--- config.mk ---
export PLATFORM = sky130hd
export DESIGN_NAME = isr_status_reporting
export DESIGN_NICKNAME = d
export VERILOG_FILES = /design/src/isr_pkg.sv /design/src/isr_status_reporting.sv
export SDC_FILE = /design/constraint.sdc
export NUM_CORES = 1
export LEC_CHECK = 0
export ABC_CLOCK_PERIOD_IN_PS = 3600
export BUFFER_PORTS_ARGS = -buffer_cell sky130_fd_sc_hd__buf_2
export CORE_ASPECT_RATIO = 1.4
export CORE_UTILIZATION = 55
export CTS_CLUSTER_DIAMETER = 50
export CTS_CLUSTER_SIZE = 25
export DETAILED_ROUTE_END_ITERATION = 16
export GPL_TIMING_DRIVEN = 0
export PLACE_DENSITY = 0.79
export SKIP_LAST_GASP = 1
export SLEW_MARGIN = 40
export SYNTH_ARGS = -nofsm -noshare
export SYNTH_HDL_FRONTEND = slang
export SYNTH_SLANG_ARGS = --single-unit
--- constraint.sdc ---
create_clock -name CLK -period 3.6 [get_ports CLK]
set_input_delay 0.72 -clock CLK [delete_from_list [all_inputs] [get_ports CLK]]
set_output_delay 0.72 -clock CLK [all_outputs]
set_load 0.05 [all_outputs]
--- src/isr_pkg.sv ---
// constants, command selects and carrier types for the status reporting block
// assumes one instrument clock; used by isr_status_reporting and its testbench
package isr_pkg;

    // register widths
    localparam int COND_W = 16;
    localparam int STD_W = 8;
    localparam int DATA_W = 16;

    // operation group bit positions
    localparam int OPER_CAL_DONE_BIT = 0;
    localparam int OPER_TRANSIENT_DONE_BIT = 3;
    localparam int OPER_MEASUREMENT_DONE_BIT = 4;

    // fault (questionable) group bit positions
    localparam int FAULT_OUTPUT_VOLTAGE_BIT = 0;
    localparam int FAULT_OVERCURRENT_BIT = 1;
    localparam int FAULT_OVERTEMPERATURE_BIT = 3;
    localparam int FAULT_REMOTE_SHUTDOWN_BIT = 9;
    localparam int FAULT_RMS_LIMIT_BIT = 12;

    // standard event bit positions
    localparam int STD_OP_COMPLETE_BIT = 0;
    localparam int STD_QUERY_ERR_BIT = 2;
    localparam int STD_DEVICE_ERR_BIT = 3;
    localparam int STD_EXEC_ERR_BIT = 4;
    localparam int STD_COMMAND_ERR_BIT = 5;
    localparam int STD_POWER_ON_BIT = 7;
    // pulse bits that may latch; power-on comes from the boot cycle only,
    // so a stray parser pulse cannot fake a power loss
    localparam logic [7:0] STD_DEFINED = 8'h3d;

    // status byte bit positions
    localparam int STB_FAULT_SUM_BIT = 3;
    localparam int STB_MSG_AVAIL_BIT = 4;
    localparam int STB_STD_SUM_BIT = 5;
    localparam int STB_SERVICE_BIT = 6;
    localparam int STB_OPER_SUM_BIT = 7;

    // reset values
    localparam logic [15:0] COND_RESET = 16'h0000;
    localparam logic [7:0] BYTE_RESET = 8'h00;
    localparam logic [15:0] DATA_RESET = 16'h0000;

    // register selects of the command port
    typedef enum logic [3:0] {
        SEL_OPER_COND = 4'h0,
        SEL_OPER_EVENT = 4'h1,
        SEL_OPER_MASK = 4'h2,
        SEL_FAULT_COND = 4'h3,
        SEL_FAULT_EVENT = 4'h4,
        SEL_FAULT_MASK = 4'h5,
        SEL_STD_EVENT = 4'h6,
        SEL_STD_MASK = 4'h7,
        SEL_STATUS_BYTE = 4'h8,
        SEL_SERIAL_POLL = 4'h9,
        SEL_SERVICE_MASK = 4'ha,
        SEL_POWER_ON_CLEAR = 4'hb
    } isr_sel_type;

    // one command from the interface parser
    typedef struct packed {
        isr_sel_type sel;
        logic write;
        logic [15:0] wdata;
    } isr_cmd_type;

endpackage

--- src/isr_status_reporting.sv ---
// status reporting core: operation, fault and standard event groups feeding the status byte
// assumes a command parser drives one register command per cycle, synchronous to CLK,
// and that power-up of the instrument is signalled by RESET
`timescale 1ns/10ps

module isr_status_reporting (
    // clock and reset
    input wire logic CLK,
    input wire logic RESET,
    // monitored circuits
    input wire logic [15:0] OPER_COND,
    input wire logic [15:0] FAULT_COND,
    input wire logic [7:0] STD_EVENT_PULSE,
    input wire logic OUTQ_NOT_EMPTY,
    // register command port
    input wire logic CMD_VALID,
    input wire isr_pkg::isr_cmd_type CMD,
    output logic RSP_VALID,
    output logic [15:0] RSP_DATA,
    // non-volatile power-on clear setting
    input wire logic PSC_NV_VALUE,
    output logic PSC_NV_WRITE,
    output logic PSC_NV_DATA,
    // service request and status byte view
    output logic SRQ,
    output logic [7:0] STATUS_BYTE
);

    // event latches and masks
    logic [15:0] oper_event_q, oper_event_d;
    logic [15:0] oper_mask_q, oper_mask_d;
    logic [15:0] fault_event_q, fault_event_d;
    logic [15:0] fault_mask_q, fault_mask_d;
    logic [7:0] std_event_q, std_event_d;
    logic [7:0] std_mask_q, std_mask_d;
    logic [7:0] srv_mask_q, srv_mask_d;
    // power-on clear setting and first-cycle marker
    logic psc_q, psc_d;
    logic boot_q, boot_d;
    // service request flag and last master summary
    logic rqs_q, rqs_d;
    logic mss_prev_q, mss_prev_d;
    // response and store outputs
    logic rsp_valid_d;
    logic [15:0] rsp_data_d;
    logic nv_write_d, nv_data_d;
    // combinational summaries
    logic oper_sum, fault_sum, std_sum, mss;
    logic [7:0] stb_base;
    logic rd, wr;

    // command decode
    assign rd = CMD_VALID & ~CMD.write;
    assign wr = CMD_VALID & CMD.write;

    // group summaries and status byte without bit 6
    always_comb begin
        oper_sum = |(oper_event_q & oper_mask_q);
        fault_sum = |(fault_event_q & fault_mask_q);
        std_sum = |(std_event_q & std_mask_q);
        stb_base = isr_pkg::BYTE_RESET;
        stb_base[isr_pkg::STB_OPER_SUM_BIT] = oper_sum;
        stb_base[isr_pkg::STB_FAULT_SUM_BIT] = fault_sum;
        stb_base[isr_pkg::STB_MSG_AVAIL_BIT] = OUTQ_NOT_EMPTY;
        stb_base[isr_pkg::STB_STD_SUM_BIT] = std_sum;
        // real time, never latched: it falls as soon as the causes go
        mss = |(stb_base & srv_mask_q);
    end

    // next values of event latches and masks
    always_comb begin
        // latches take any asserted condition, std only its defined pulses; a set in the read cycle survives the clear
        oper_event_d = oper_event_q;
        if (rd && CMD.sel == isr_pkg::SEL_OPER_EVENT) begin
            oper_event_d = isr_pkg::COND_RESET;
        end
        oper_event_d = oper_event_d | OPER_COND;
        fault_event_d = fault_event_q;
        if (rd && CMD.sel == isr_pkg::SEL_FAULT_EVENT) begin
            fault_event_d = isr_pkg::COND_RESET;
        end
        fault_event_d = fault_event_d | FAULT_COND;
        std_event_d = std_event_q;
        if (rd && CMD.sel == isr_pkg::SEL_STD_EVENT) begin
            std_event_d = isr_pkg::BYTE_RESET;
        end
        std_event_d = std_event_d | (STD_EVENT_PULSE & isr_pkg::STD_DEFINED);
        if (boot_q) begin
            std_event_d[isr_pkg::STD_POWER_ON_BIT] = 1'b1;
        end
        // masks: read/write storage; std and service masks also armed in the boot cycle when power-on clear is off
        oper_mask_d = oper_mask_q;
        fault_mask_d = fault_mask_q;
        std_mask_d = std_mask_q;
        srv_mask_d = srv_mask_q;
        psc_d = psc_q;
        nv_write_d = 1'b0;
        nv_data_d = PSC_NV_DATA;
        boot_d = 1'b0;
        if (boot_q) begin
            // power-on clear off: arm power-on event to request service
            psc_d = PSC_NV_VALUE;
            if (!PSC_NV_VALUE) begin
                std_mask_d[isr_pkg::STD_POWER_ON_BIT] = 1'b1;
                srv_mask_d[isr_pkg::STB_STD_SUM_BIT] = 1'b1;
            end
        end else if (wr) begin
            case (CMD.sel)
                isr_pkg::SEL_OPER_MASK: oper_mask_d = CMD.wdata;
                isr_pkg::SEL_FAULT_MASK: fault_mask_d = CMD.wdata;
                isr_pkg::SEL_STD_MASK: std_mask_d = CMD.wdata[7:0];
                isr_pkg::SEL_SERVICE_MASK: srv_mask_d = CMD.wdata[7:0];
                isr_pkg::SEL_POWER_ON_CLEAR: begin
                    // new setting goes straight to the non-volatile store
                    psc_d = CMD.wdata[0];
                    nv_write_d = 1'b1;
                    nv_data_d = CMD.wdata[0];
                end
                // condition, event and status byte writes are dropped
                default: psc_d = psc_q;
            endcase
        end
    end

    // register event latches and masks
    always_ff @(posedge CLK) begin
        if (RESET) begin
            // latches and masks cleared at power-up; psc_q and boot_q set
            oper_event_q <= isr_pkg::COND_RESET;
            fault_event_q <= isr_pkg::COND_RESET;
            std_event_q <= isr_pkg::BYTE_RESET;
            oper_mask_q <= isr_pkg::COND_RESET;
            fault_mask_q <= isr_pkg::COND_RESET;
            std_mask_q <= isr_pkg::BYTE_RESET;
            srv_mask_q <= isr_pkg::BYTE_RESET;
            psc_q <= 1'b1;
            boot_q <= 1'b1;
            PSC_NV_WRITE <= 1'b0;
            PSC_NV_DATA <= 1'b0;
        end else begin
            oper_event_q <= oper_event_d;
            fault_event_q <= fault_event_d;
            std_event_q <= std_event_d;
            oper_mask_q <= oper_mask_d;
            fault_mask_q <= fault_mask_d;
            std_mask_q <= std_mask_d;
            srv_mask_q <= srv_mask_d;
            psc_q <= psc_d;
            boot_q <= boot_d;
            PSC_NV_WRITE <= nv_write_d;
            PSC_NV_DATA <= nv_data_d;
        end
    end

    // next values of service request and read response
    always_comb begin
        mss_prev_d = mss;
        rqs_d = rqs_q;
        if (rd && CMD.sel == isr_pkg::SEL_SERIAL_POLL) begin
            rqs_d = 1'b0;
        end
        // a new reason for service wins over a poll in the same cycle
        if (mss && !mss_prev_q) begin
            rqs_d = 1'b1;
        end
        rsp_valid_d = rd;
        rsp_data_d = isr_pkg::DATA_RESET;
        case (CMD.sel)
            isr_pkg::SEL_OPER_COND: rsp_data_d = OPER_COND;
            isr_pkg::SEL_OPER_EVENT: rsp_data_d = oper_event_q;
            isr_pkg::SEL_OPER_MASK: rsp_data_d = oper_mask_q;
            isr_pkg::SEL_FAULT_COND: rsp_data_d = FAULT_COND;
            isr_pkg::SEL_FAULT_EVENT: rsp_data_d = fault_event_q;
            isr_pkg::SEL_FAULT_MASK: rsp_data_d = fault_mask_q;
            isr_pkg::SEL_STD_EVENT: rsp_data_d = {8'h00, std_event_q};
            isr_pkg::SEL_STD_MASK: rsp_data_d = {8'h00, std_mask_q};
            isr_pkg::SEL_STATUS_BYTE: begin
                rsp_data_d = {8'h00, stb_base};
                rsp_data_d[isr_pkg::STB_SERVICE_BIT] = mss;
            end
            isr_pkg::SEL_SERIAL_POLL: begin
                rsp_data_d = {8'h00, stb_base};
                rsp_data_d[isr_pkg::STB_SERVICE_BIT] = rqs_q;
            end
            isr_pkg::SEL_SERVICE_MASK: rsp_data_d = {8'h00, srv_mask_q};
            isr_pkg::SEL_POWER_ON_CLEAR: rsp_data_d = {15'h0000, psc_q};
            default: rsp_data_d = isr_pkg::DATA_RESET;
        endcase
        if (!rd) begin
            // data holds between reads so a slow parser can sample late
            rsp_data_d = RSP_DATA;
        end
    end

    // register service request and response
    always_ff @(posedge CLK) begin
        if (RESET) begin
            rqs_q <= 1'b0;
            mss_prev_q <= 1'b0;
            RSP_VALID <= 1'b0;
            RSP_DATA <= isr_pkg::DATA_RESET;
        end else begin
            rqs_q <= rqs_d;
            mss_prev_q <= mss_prev_d;
            RSP_VALID <= rsp_valid_d;
            RSP_DATA <= rsp_data_d;
        end
    end

    // request line follows the latched flag
    assign SRQ = rqs_q;
    always_comb begin
        STATUS_BYTE = stb_base;
        STATUS_BYTE[isr_pkg::STB_SERVICE_BIT] = rqs_q;
    end
endmodule

; After elaboration in Yosys (flattened, before gate mapping)
; Cells that the tools add are included.
[totals]
regBits = 111
in_bits = 66
output_inout_bits = 28
wordCells = 85
[classes]
mux = 19
eq_ne = 12
reduce_logical = 25
bitwise = 12
[ops]
columns = op, n
row1 = one-hot mux 16 bit (12 select lines), 1
row2 = AND 16 bit, 2
row3 = two-way mux 16 bit, 2
row4 = OR 16 bit, 2
row5 = OR reduction 16 bit, 2
row6 = two-way mux 8 bit, 3
row7 = AND reduction 3 bit, 7
row8 = AND 8 bit, 2
row9 = "== test 4 x 3 -> 1 bit, second input constant", 4
row10 = "== test 4 bit, second input constant", 4
row11 = OR reduction 8 bit, 2
row12 = two-way mux 6 bit, 2
row13 = two-way mux 1 bit, 11
row14 = nonzero test 2 bit, 5
row15 = "== test 4 x 2 -> 1 bit, second input constant", 2
row16 = OR 8 x 6 -> 8 bit, 1
row17 = logical AND 1 bit, 5
row18 = "== test 4 x 1 -> 1 bit, second input constant", 1
row19 = logical NOT 4 bit, 1
row20 = inverter 1 bit, 3
row21 = OR reduction 3 bit, 1
row22 = AND 1 bit, 2
row23 = "inequality test 2 bit, second input constant", 1
row24 = AND reduction 2 bit, 1
row25 = logical NOT 1 bit, 1

; Depth between registers and ports, before layout
; Gate-level depths: netlist (run 1).
[logic_depth]
ltp_word = 6
mapped_depth = 7
mapped_depth_nobuf = 5

; Worst setup path after synthesis (run 1)
; OpenSTA, ideal clock, no wires.
[synth_timing]
kind = in2reg
startpoint = input port CMD[18] (netlist name)
endpoint = register fault_event_q[10]
n_path_buf = 3
arrival_time_ns = 1.901
t_required_ns = 3.472
setup_ns = 0.128
stages = 7
setup_slack_ns = 1.572
path_cell_list = buf_2 -> nor4b_1 -> buf_2 -> nand2_2 -> buf_2 -> a21oi_1 -> nor2_1
[synth_via]
elab_chain_len = 4
[synth_lines]
columns = element, line
row1 = start: declaration, isr_status_reporting.sv:17  ; input wire isr_pkg::isr_cmd_type CMD,
row2 = == test 4 x 3 -> 1 bit, isr_status_reporting.sv:79  ; if (rd && CMD.sel == isr_pkg::SEL_FAULT_EVENT) begin
row3 = logical AND 1 bit, isr_status_reporting.sv:79
row4 = two-way mux 16 bit, isr_status_reporting.sv:79
row5 = OR 16 bit, isr_status_reporting.sv:82  ; fault_event_d = fault_event_d | FAULT_COND;
row6 = end signal: assignment, isr_status_reporting.sv:130  ; fault_event_q <= isr_pkg::COND_RESET;
row7 = end signal: assignment, isr_status_reporting.sv:142  ; fault_event_q <= fault_event_d;
row8 = end: declaration, isr_status_reporting.sv:32  ; logic [15:0] fault_event_q, fault_event_d;
; No other way between the ends.
; A chain may end at the register's enable or synchronous reset.

; Final worst setup path (run 1)
[layout_timing]
startpoint = register fault_event_q[0]
endpoint = output port STATUS_BYTE[3]
[layout_via]
elab_chain_len = 2
[layout_lines]
columns = element, line
row1 = AND 16 bit, isr_status_reporting.sv:59  ; fault_sum = |(fault_event_q & fault_mask_q);
row2 = OR reduction 16 bit, isr_status_reporting.sv:59
row3 = end: declaration, isr_status_reporting.sv:26  ; output logic [7:0] STATUS_BYTE
; No other way between the ends.

==> results of run 1 <==
-- how the worst max path moves through the flow --
stage / slack (ns) / endpoint / startpoint
5_1_grt: 0.84 / STATUS_BYTE[3] / fault_event_q[0]
2_1_floorplan: 1.57 / fault_event_q[10] / CMD[18]
3_5_place_dp: 0.95 / RSP_DATA[10] / CMD[18]
6_report: 0.87 / STATUS_BYTE[3] / fault_event_q[0]
4_1_cts: 0.92 / STATUS_BYTE[3] / fault_event_q[0]
3_3_place_gp: 0.96 / RSP_DATA[10] / CMD[18]
-- cells in the final DEF (no fill, tap or decap), types with 3 or more instances in the layout --
cell / count
clkbuf_1: 17
nor2_1: 75
nand2_1: 81
and3b_1: 3
nor3_1: 7
a221oi_1: 11
conb_1: 3
nand3_1: 7
dfxtp_1: 109
buf_4: 10
buf_2: 101
a22oi_1: 28
mux2i_1: 23
mux2_2: 6
nand4_1: 3
nor2b_1: 6
a32oi_1: 5
a222oi_1: 3
a22o_1: 13
inv_1: 3
a31oi_1: 10
nand2b_1: 5
o21ai_0: 5
clkbuf_16: 9
a21oi_1: 85
nand2_2: 3
-- sequential cells by signal, summed over array words and instances (netlist names), 6 cells and up --
register and flops:
fault_event_q 16, oper_event_q 16, fault_mask_q 16, std_event_q 6, RSP_DATA 16, srv_mask_q 8, oper_mask_q 16, std_mask_q 8
-- metal layers --
layer,share of wire,vias up
li1,-,2281
met1,0.35,2316
met2,0.48,399
met3,0.10,82
met4,0.065,0
met5,0,-
-- layout make-up --
| cell class | count | area (um2) |
|---|---|---|
| multi-input combinational | 421 | 2490 |
| tap | 105 | 131 |
| clock inverter | 5 | 66.3 |
| inverter | 3 | 11.3 |
| timing repair buffer | 86 | 430 |
| fill | 736 | 2830 |
| clock buffer | 11 | 233 |
| sequential | 109 | 2180 |
| buffer | 42 | 229 |
-- cell families after synthesis --
logic type,after synthesis
multiplexers,30
flip-flops,109
buffers and inverters,45
other,1
AO/OA/AOI/OAI,179
AND/OR/NAND/NOR,209
-- Yosys cell counts (all sizes together), types with 2 or more instances --
cell type,number
a22oi,28
dfxtp,109
a221oi,12
clkbuf,15
nand4,3
nand3,8
o211ai,2
a31oi,10
nor2b,6
nor3b,2
nor4b,3
nor2,75
nand2,84
and3,2
a31o,2
o31ai,2
inv,3
mux2,6
nand2b,5
a21oi,85
mux2i,23
a221o,2
buf,27
nor3,9
a22o,13
o21ai,7
and3b,3
and4bb,2
nand3b,2
a222oi,3
a32oi,5
nor4,3
a32o,2
-- power by group through the flow --
stage          Clock (uW)  Sequential (uW)  Combinational [uW]
2_1_floorplan           0             1310                 152
3_3_place_gp            0             1310                 269
3_5_place_dp            0             1310                 273
4_1_cts              1020             1280                 274
5_1_grt              1060             1290                 298
6_report             1020             1280                 282
-- per-stage QoR --
step           cells  instance area [um2]  setup slack, ns
2_1_floorplan    575                 4910             1.57
3_3_place_gp     766                 5480            0.963
3_5_place_dp     766                 5480            0.950
4_1_cts          782                 5770            0.917
5_1_grt          782                 5770            0.836
6_report         782                 5770            0.865
==> summary.md, run 1 <==
* share of cells above drive strength 1: 0.220
* net switching power: 691 uW
* Buf/Inv on CP: 2
* first-pass GRT wire length: 25.4 mm
* Iter 0 DRT Violations: 634
* async set-reset flop share out of synthesis: 0
* fraction of met3 tracks used by global routing: 0.0736
* max-slew violation count: 0
* chip height: 114 um
* class of the tightest hold or removal check: flop to flop
* via-per-instance ratio: 6.49
* tightest slew margin relative to the limit: 0.483
* master cell of the clock root buffer: clkbuf_16
* total of buffers placed on input and output ports: 86
* power share of the sequential group: 0.496
* Switching Fraction: 0.268
* ANT nets after route: 0
* RSZ-0062 raised after global routing: false
* stages on the worst setup path: 5
* clock latency at the later pin of the worst-skew pair: 0.36 ns
* post-synthesis sequential area ratio: 0.445
* core occupancy in the finished layout: 0.671
* Most Used Layer, Global Route: met2
* Required @ worst endpoint: 2.88 ns
* All-Layer GR Usage: 0.379
* CP endpoint kind: output port
* pin count of the biggest net entering global routing: 19
* worst hold stages: 1
* proportion of netlist area held by the largest area contributor: 0.445
* standard cell with the maximum stage delay on the critical path: dfxtp_1
* area fraction in compound gates after synthesis: 0.240
* Crit Path Class: flop to output port
* Clock Path Buffers: 2
* maximum fanout count along the critical path: 3
* effective utilization at floorplan: 0.570
* multiplexer share of the synthesized area: 0.0653
* antenna violations before repair: 0
* I/O pin count: 94
* Synth Warn #: 0
* power density cells: 447 nW/um2
* die width: 81.8 um
* post-route total power: 2580 uW
* endpoint of the worst-slack reg-to-reg timing path: SRQ
* final number of hold-violating endpoints: 0
* worst hold margin: 0.436 ns
* worst vdd ir: 0.342 mV
* outcome: completed
* transition at the pin with the smallest max-transition slack: 0.776 ns
* total clock buffers created by CTS: 9
* total detailed-routing wirelength: 17.1 mm
* number of gates resized after cts: 0
* Clock transition at path regs: 0.07 ns
* Routed WL per cell: 21.8 um
* sum of negative setup slack: 0 ns
* Congestion Overflow GR: 0
* number of buffers inserted for hold repair after clock tree synthesis: 0
* crit path cell chain: a22o_1, a221oi_1, nand4_1, buf_4, buf_2
* CTS tree: yes
* met2 usage in global routing: 0.619
* cells taking the most area after synthesis: dfxtp_1 (44%), a21oi_1 (8.7%), nand2_1 (6.2%)
* post-route DRC violation count: 0
* adder-cell area share of the yosys netlist: 0
* kind of start point of the critical path: flop
* R2R cell count: 5
* highest achievable clock rate: 366 MHz
* capture endpoint of the worst hold path: SRQ
* M1 GR Usage: 0.437
* Combinational Power Share: 0.109
* max cap viols: 0
* number of synthesized flops with an enable pin: 0
* final period demand of the worst path: 2.73 ns
* via count of the routed design: 5078
* Clock H-tree levels: 3
* number of sinks handled by clock tree synthesis: 109
* top flip-flop cell by instance count after synthesis: dfxtp_1
* final worst-path cycle share: 0.760
* worst clock skew: 0.0118 ns
* standby leakage power: 0.00230 uW
* part of the power in the clock network: 0.394
* setup-violating endpoint count in the final report: 0
* growth of design area from synthesis to finish: 17.7%
* Die Footprint: 9310 um2
* total iterations of the first detailed-routing run: 10
* Cell Rows: 40
* mean instance size in the synthesized netlist: 8.56 um2
* origin of the critical flop-to-flop path: fault_event_q[0]
* Core ar.: 8610 um2
* WP data arrival: 2.01 ns
* combinational family with the most area after synthesis: compound AO/OA/AOI/OAI gates
* internal portion of total power: 1890 uW
* Unique masters post-synth: 54
* nets: 738
* vias in the first global route: 4780
* sum of net half-perimeters after detailed placement: 12.6 mm
* Antenna Diode Count: 0
* start point of the worst hold path: mss_prev_q
* fraction of synthesized cell area in xor and xnor cells: 0
* instance count of the mapped netlist: 573
* routability-driven placement congestion ratio: 0.972
* slowest cell delay on critical path: 0.34 ns
* cell type contributing the most total cell area after synthesis: dfxtp_1
* slack of the worst reg-to-reg path: 1.50 ns
* number of synthesized register bits: 109
* mapped cell area: 4910 um2
* buffers inserted during post-CTS setup optimization: 0
* largest delay contributor family on the critical path: compound AO/OA/AOI/OAI gates
* Synth Area in Simple Gates: 0.200
(Power assumes the default switching activity.)
==> run 2, diff against run 1 <==
--- a/config.mk
+++ b/config.mk
@@ -5,15 +5,16 @@
 export SDC_FILE = /design/constraint.sdc
 export NUM_CORES = 1
 export LEC_CHECK = 0
-export ABC_CLOCK_PERIOD_IN_PS = 3600
+export ABC_AREA = 1
+export ABC_CLOCK_PERIOD_IN_PS = 2250
 export BUFFER_PORTS_ARGS = -buffer_cell sky130_fd_sc_hd__buf_2
 export CORE_ASPECT_RATIO = 1.4
-export CORE_UTILIZATION = 55
+export CORE_UTILIZATION = 50
 export CTS_CLUSTER_DIAMETER = 50
 export CTS_CLUSTER_SIZE = 25
 export DETAILED_ROUTE_END_ITERATION = 16
 export GPL_TIMING_DRIVEN = 0
-export PLACE_DENSITY = 0.79
+export PLACE_DENSITY = 0.76
 export SKIP_LAST_GASP = 1
 export SLEW_MARGIN = 40
 export SYNTH_ARGS = -nofsm -noshare
==> constraint.sdc (replaced) <==
create_clock -name CLK -period 2.25 [get_ports CLK]
set_input_delay 0.45 -clock CLK [delete_from_list [all_inputs] [get_ports CLK]]
set_output_delay 0.45 -clock CLK [all_outputs]
set_load 0.05 [all_outputs]
==> run 2 against run 1 <==
Synthesized cell count is 27% higher. Via count is 2.7% higher. Worst hold slack worse by 0.22 ns. Wire length is 1.9% lower. Clock power is 64% higher. Setup slack worse by 0.73 ns. Die area is 14% higher. Critical path type unchanged. Largest power group unchanged. Highest routed layer unchanged.
==> summary.md, run 2 <==
* routability-driven placement congestion ratio: 0.951
* total of buffers placed on input and output ports: 87
* sum of negative setup slack: 0 ns
* max-slew violation count: 0
* most repeated library cell on the critical path: nand2_1
* via count of the routed design: 5213
* max cap viols: 0
* class of the tightest hold or removal check: primary input to flop
* chip height: 121 um
* top flip-flop cell by instance count after synthesis: dfxtp_1
* first-pass GRT wire length: 26.0 mm
* number of gates resized after cts: 0
* most frequently used cell type in the post-synthesis netlist: nand2_1
* Clock Path Buffers: 2
* RSZ-0062 raised after global routing: false
* number of synthesized register bits: 109
* most common library cell in the layout ignoring fill and taps: nand2_1
* CTS tree: yes
* Core ar.: 9900 um2
* pin count of the biggest net entering global routing: 17
* number of placed instances with taps included: 949
* power share of the sequential group: 0.495
* worst vdd ir: 0.438 mV
* instance count of the mapped netlist: 725
* area taken by flip-flops and latches: 2180 um2
* standard cell with the maximum stage delay on the critical path: dfxtp_1
* nets: 891
* Iter 0 DRT Violations: 422
* net switching power: 1040 uW
* final worst-path cycle share: 0.938
* growth of design area from synthesis to finish: 18.2%
* proportion of netlist area held by the largest area contributor: 0.430
* I/O pin count: 94
* crit path cell chain: nand2_1, nand2_1, nor2_1, nand4_1, buf_4, buf_2
* via-per-instance ratio: 5.40
* Switching Fraction: 0.252
* CP endpoint kind: output port
* met1 WL: 6.35 mm
* Post-synth top cells: nand2_1 (209), dfxtp_1 (109), nor2_1 (106)
* total clock buffers created by CTS: 9
* Clock H-tree levels: 3
* count of filler cells inserted in the layout: 998
* Routed WL per cell: 17.3 um
* post-route total power: 4140 uW
* async set-reset flop share out of synthesis: 0
* mean instance size in the synthesized netlist: 7.00 um2
* transition at the pin with the smallest max-transition slack: 0.677 ns
* buffers inserted during post-CTS setup optimization: 0
* Antenna Diode Count: 0
* number of synthesized flops with an enable pin: 0
* cells taking the most area after synthesis: dfxtp_1 (43%), nand2_1 (15%), nor2_1 (7.8%)
* Combinational Power Share: 0.101
* Unique masters post-synth: 37
* total met3 wirelength after detailed routing: 922 um
* power density cells: 690 nW/um2
* internal portion of total power: 3100 uW
* Clock transition at path regs: 0.07 ns
* post-route DRC violation count: 0
* area used by multi-input combinational logic: 2410 um2
* WP data arrival: 1.66 ns
* number of buffers inserted for hold repair after clock tree synthesis: 0
* tightest slew margin relative to the limit: 0.549
* top library cells by usage in the layout, fill and taps aside: nand2_1 (209), dfxtp_1 (109), nor2_1 (106)
* setup-violating endpoint count in the final report: 0
* top routing layer in use: met4
* final number of hold-violating endpoints: 0
* mapped cell area: 5080 um2
* Cell Rows: 43
* worst clock skew: 0.00476 ns
* post-synthesis sequential area ratio: 0.430
* sum of net half-perimeters after detailed placement: 13.0 mm
* die width: 87.2 um
* share of cells above drive strength 1: 0.182
* All-Layer GR Usage: 0.335
* standby leakage power: 0.00288 uW
* Synth Warn #: 0
* clock latency at the later pin of the worst-skew pair: 0.36 ns
* cell type contributing the most total cell area after synthesis: dfxtp_1
* slack of the worst reg-to-reg path: 0.58 ns
* Cell Count, Final, Fillers Out: 965
* effective utilization at floorplan: 0.513
* antenna violations before repair: 0
* master cell of the clock root buffer: clkbuf_16
* total iterations of the first detailed-routing run: 6
* Congestion Overflow GR: 0
* outcome: completed
* vias in the first global route: 4988
* Die Footprint: 10600 um2
* length of routed met2 wiring: 8.30 mm
* number of sinks handled by clock tree synthesis: 109
* kind of start point of the critical path: flop
* maximum fanout count along the critical path: 3
* final period demand of the worst path: 2.11 ns
* part of the power in the clock network: 0.404
* Required @ worst endpoint: 1.80 ns
* highest achievable clock rate: 474 MHz
* ANT nets after route: 0
* Crit Path Class: flop to output port
* total detailed-routing wirelength: 16.7 mm
* slowest cell delay on critical path: 0.35 ns
[run 2: cell count changes in the layout (fill, tap and decap cells not counted), moves of 23 or more]
| cell | delta |
|---|---|
| a22oi_1 | -28 |
| mux2i_1 | -23 |
| nand2_1 | +128 |
| inv_1 | +46 |
| nor2_1 | +31 |
| o21ai_0 | +60 |
[run 2: kinds of logic after synthesis]
kind of cell,count (synthesis),synth area share
compound gates,168,0.178
buf+inv,94,0.0959
flops,109,0.430
other cells,1,0.000739
simple gates,353,0.295
[run 2: path summary, 6_finish.rpt]
| check | startpoint | endpoint | depth (start not counted) |
|---|---|---|---|
| hold reg to reg | mss_prev_q | SRQ | 1 |
| setup / recovery | fault_mask_q[8] | STATUS_BYTE[3] | 6 |
| hold / removal | RESET | boot_q | 1 |
| setup reg to reg | fault_mask_q[8] | RSP_DATA[6] | 10 |
[run 2: layout make-up]
class                           instances  area share
Multi-Input combinational cell        524       0.402
Sequential cell                       109       0.364
Timing Repair Buffer                   87      0.0726
Clock buffer                           14      0.0457
Buffer                                 37      0.0448
Inverter                               57      0.0363
Tap cell                              135      0.0281
Clock inverter                          2     0.00646
[run 2: routing by layer]
| layer | vias to the layer above | track usage |
|---|---|---|
| met4 | 0 | 0.238 |
| met2 | 224 | 0.573 |
| met5 | - | 0 |
| li1 | 2533 | - |
| met1 | 2389 | 0.375 |
| met3 | 67 | 0.0517 |
[run 2: per-stage QoR]
step                      worst slack [ns]  cell area (um2)   util  hold slack (ns)
after detailed placement             0.314             5690  0.575            0.411
after CTS                            0.167             6000  0.606            0.220
after floorplan                      0.823             5080      -            0.399
after global routing                0.0931             6000  0.606            0.218
final                                0.140             6000  0.606            0.217
after global placement               0.333             5690  0.575            0.409
[run 2: power groups by stage]
stage	Clock (uW)	Combinational (uW)	Sequential [uW]
global route	1760	455	2060
CTS	1680	415	2050
global placement	0	405	2090
detailed placement	0	413	2090
finish	1670	420	2050
floorplan	0	232	2100
[run 2: worst max-delay path, delay by kind of cell, from the launching register on]
kind	cells	cell delay, ns
buffers and inverters	2	0.38
and+or+nand+nor	4	0.59
DFF	1	0.35
==> run 3, diff against run 2 <==
--- a/config.mk
+++ b/config.mk
@@ -6,15 +6,14 @@
 export NUM_CORES = 1
 export LEC_CHECK = 0
 export ABC_AREA = 1
-export ABC_CLOCK_PERIOD_IN_PS = 2250
 export BUFFER_PORTS_ARGS = -buffer_cell sky130_fd_sc_hd__buf_2
 export CORE_ASPECT_RATIO = 1.4
-export CORE_UTILIZATION = 50
+export CORE_UTILIZATION = 45
 export CTS_CLUSTER_DIAMETER = 50
 export CTS_CLUSTER_SIZE = 25
 export DETAILED_ROUTE_END_ITERATION = 16
 export GPL_TIMING_DRIVEN = 0
-export PLACE_DENSITY = 0.76
+export PLACE_DENSITY = 0.69
 export SKIP_LAST_GASP = 1
 export SLEW_MARGIN = 40
 export SYNTH_ARGS = -nofsm -noshare
==> run 3 against run 2 <==
Combinational power about the same. Die area grew 11%. Maximum frequency is 1.8% higher. Wire length grew 2.4%. Sequential share of layout area about the same. Critical path type unchanged.
==> summary.md, run 3 (synthesis results as in run 2) <==
* tightest slew margin relative to the limit: 0.539
* most common library cell in the layout ignoring fill and taps: nand2_1
* slowest cell delay on critical path: 0.34 ns
* final period demand of the worst path: 2.07 ns
* Clock H-tree levels: 3
* total iterations of the first detailed-routing run: 6
* antenna violations before repair: 0
* Required @ worst endpoint: 1.80 ns
* power density cells: 684 nW/um2
* class of the tightest hold or removal check: primary input to flop
* ANT nets after route: 0
* top routing layer in use: met4
* worst clock skew: 0.00618 ns
* largest delay contributor family on the critical path: simple AND/OR/NAND/NOR gates
* growth of design area from synthesis to finish: 18.2%
* Antenna Diode Count: 0
* share of cells above drive strength 1: 0.183
* master cell of the clock root buffer: clkbuf_16
* pin count of the biggest net entering global routing: 18
* via-per-instance ratio: 5.38
* top library cells by usage in the layout, fill and taps aside: nand2_1 (209), dfxtp_1 (109), nor2_1 (106)
* buffers inserted during post-CTS setup optimization: 0
* RSZ-0062 raised after global routing: false
* Buf/Inv on CP: 2
* standard cell with the maximum stage delay on the critical path: dfxtp_1
* total detailed-routing wirelength: 17.1 mm
* number of placed instances with taps included: 955
* Routed WL per cell: 17.6 um
* start point of the worst hold path: RESET
* worst setup path startpoint: fault_mask_q[8]
* nets: 891
* sum of net half-perimeters after detailed placement: 13.2 mm
* chip height: 128 um
* capture point of the worst path: STATUS_BYTE[3]
* Crit Path Class: flop to output port
* standby leakage power: 0.00287 uW
* clock latency at the later pin of the worst-skew pair: 0.35 ns
* sum of negative setup slack: 0 ns
* CP endpoint kind: output port
* Congestion Overflow GR: 0
* worst vdd ir: 0.366 mV
* number of buffers inserted for hold repair after clock tree synthesis: 0
* final worst-path cycle share: 0.921
* Clock Path Buffers: 2
* total clock buffers created by CTS: 9
* setup-violating endpoint count in the final report: 0
* die width: 91.8 um
* number of gates resized after cts: 0
* Core ar.: 10900 um2
* most repeated library cell on the critical path: nand2_1
* outcome: completed
* transition at the pin with the smallest max-transition slack: 0.692 ns
* kind of start point of the critical path: flop
* R2R cell count: 10
* length of routed met2 wiring: 8.60 mm
* I/O pin count: 94
* origin of the critical flop-to-flop path: fault_mask_q[8]
* max-slew violation count: 0
* post-route DRC violation count: 0
* slack of the worst reg-to-reg path: 0.67 ns
* effective utilization at floorplan: 0.465
* max cap viols: 0
* Iter 0 DRT Violations: 364
* All-Layer GR Usage: 0.294
* number of sinks handled by clock tree synthesis: 109
* routability-driven placement congestion ratio: 0.990
* stages on the worst setup path: 6
* Die Footprint: 11700 um2
* Clock transition at path regs: 0.07 ns
* highest achievable clock rate: 482 MHz
* Cell Count, Final, Fillers Out: 971
* total met3 wirelength after detailed routing: 1.17 mm
* worst hold stages: 1
* vias in the first global route: 4839
* via count of the routed design: 5222
* WP data arrival: 1.62 ns
* final number of hold-violating endpoints: 0
* Cell Rows: 45
* met1 WL: 6.35 mm
* total of buffers placed on input and output ports: 87
* CTS tree: yes
* maximum fanout count along the critical path: 3
* endpoint of the worst-slack reg-to-reg timing path: RSP_DATA[6]
* first-pass GRT wire length: 25.4 mm
* crit path cell chain: nand2_1, nand2_1, nor2_1, nand4_1, buf_4, buf_2
run 3: routing by layer:
metal  vias to the layer above  global-route usage
met5                         -                   0
met4                         0               0.175
met3                        61              0.0391
met2                       263               0.531
met1                      2372               0.326
li1                       2526                   -
run 3: layout make-up:
type                    instances  area, um2
fillers                      1088       4920
multi-input cells             524       2410
flip-flops and latches        109       2180
repair buffers                 87        435
plain buffers                  37        269
clock buffers                  11        243
inverters                      57        218
well taps                     141        176
clock inverters                 5       60.1
run 3: through the flow:
stage	hold slack, ns	utilization	worst slack [ns]	power [uW]	cell area (um2)
after floorplan	0.399	-	0.823	2340	5080
after global placement	0.411	0.521	0.351	2500	5700
after detailed placement	0.416	0.521	0.290	2510	5700
after CTS	0.225	0.549	0.195	4110	6000
after global routing	0.225	0.549	0.0924	4230	6000
final	0.228	0.549	0.177	4100	6000
run 3: how the worst min path moves through the flow:
| stage | end | slack, ns |
|---|---|---|
| after floorplan | SRQ | 0.40 |
| final | boot_q | 0.23 |
| after global placement | SRQ | 0.41 |
| after detailed placement | SRQ | 0.42 |
| after CTS | boot_q | 0.23 |
| after global routing | boot_q | 0.22 |
run 3: report_power, final:
part | switching [uW] | leakage, uW | internal (uW)
Combinational | 280 | 0.00183 | 140
Clock | 732 | 0.000146 | 897
Sequential | 54.8 | 0.000893 | 2000
Total | 1070 | 0.00287 | 3030
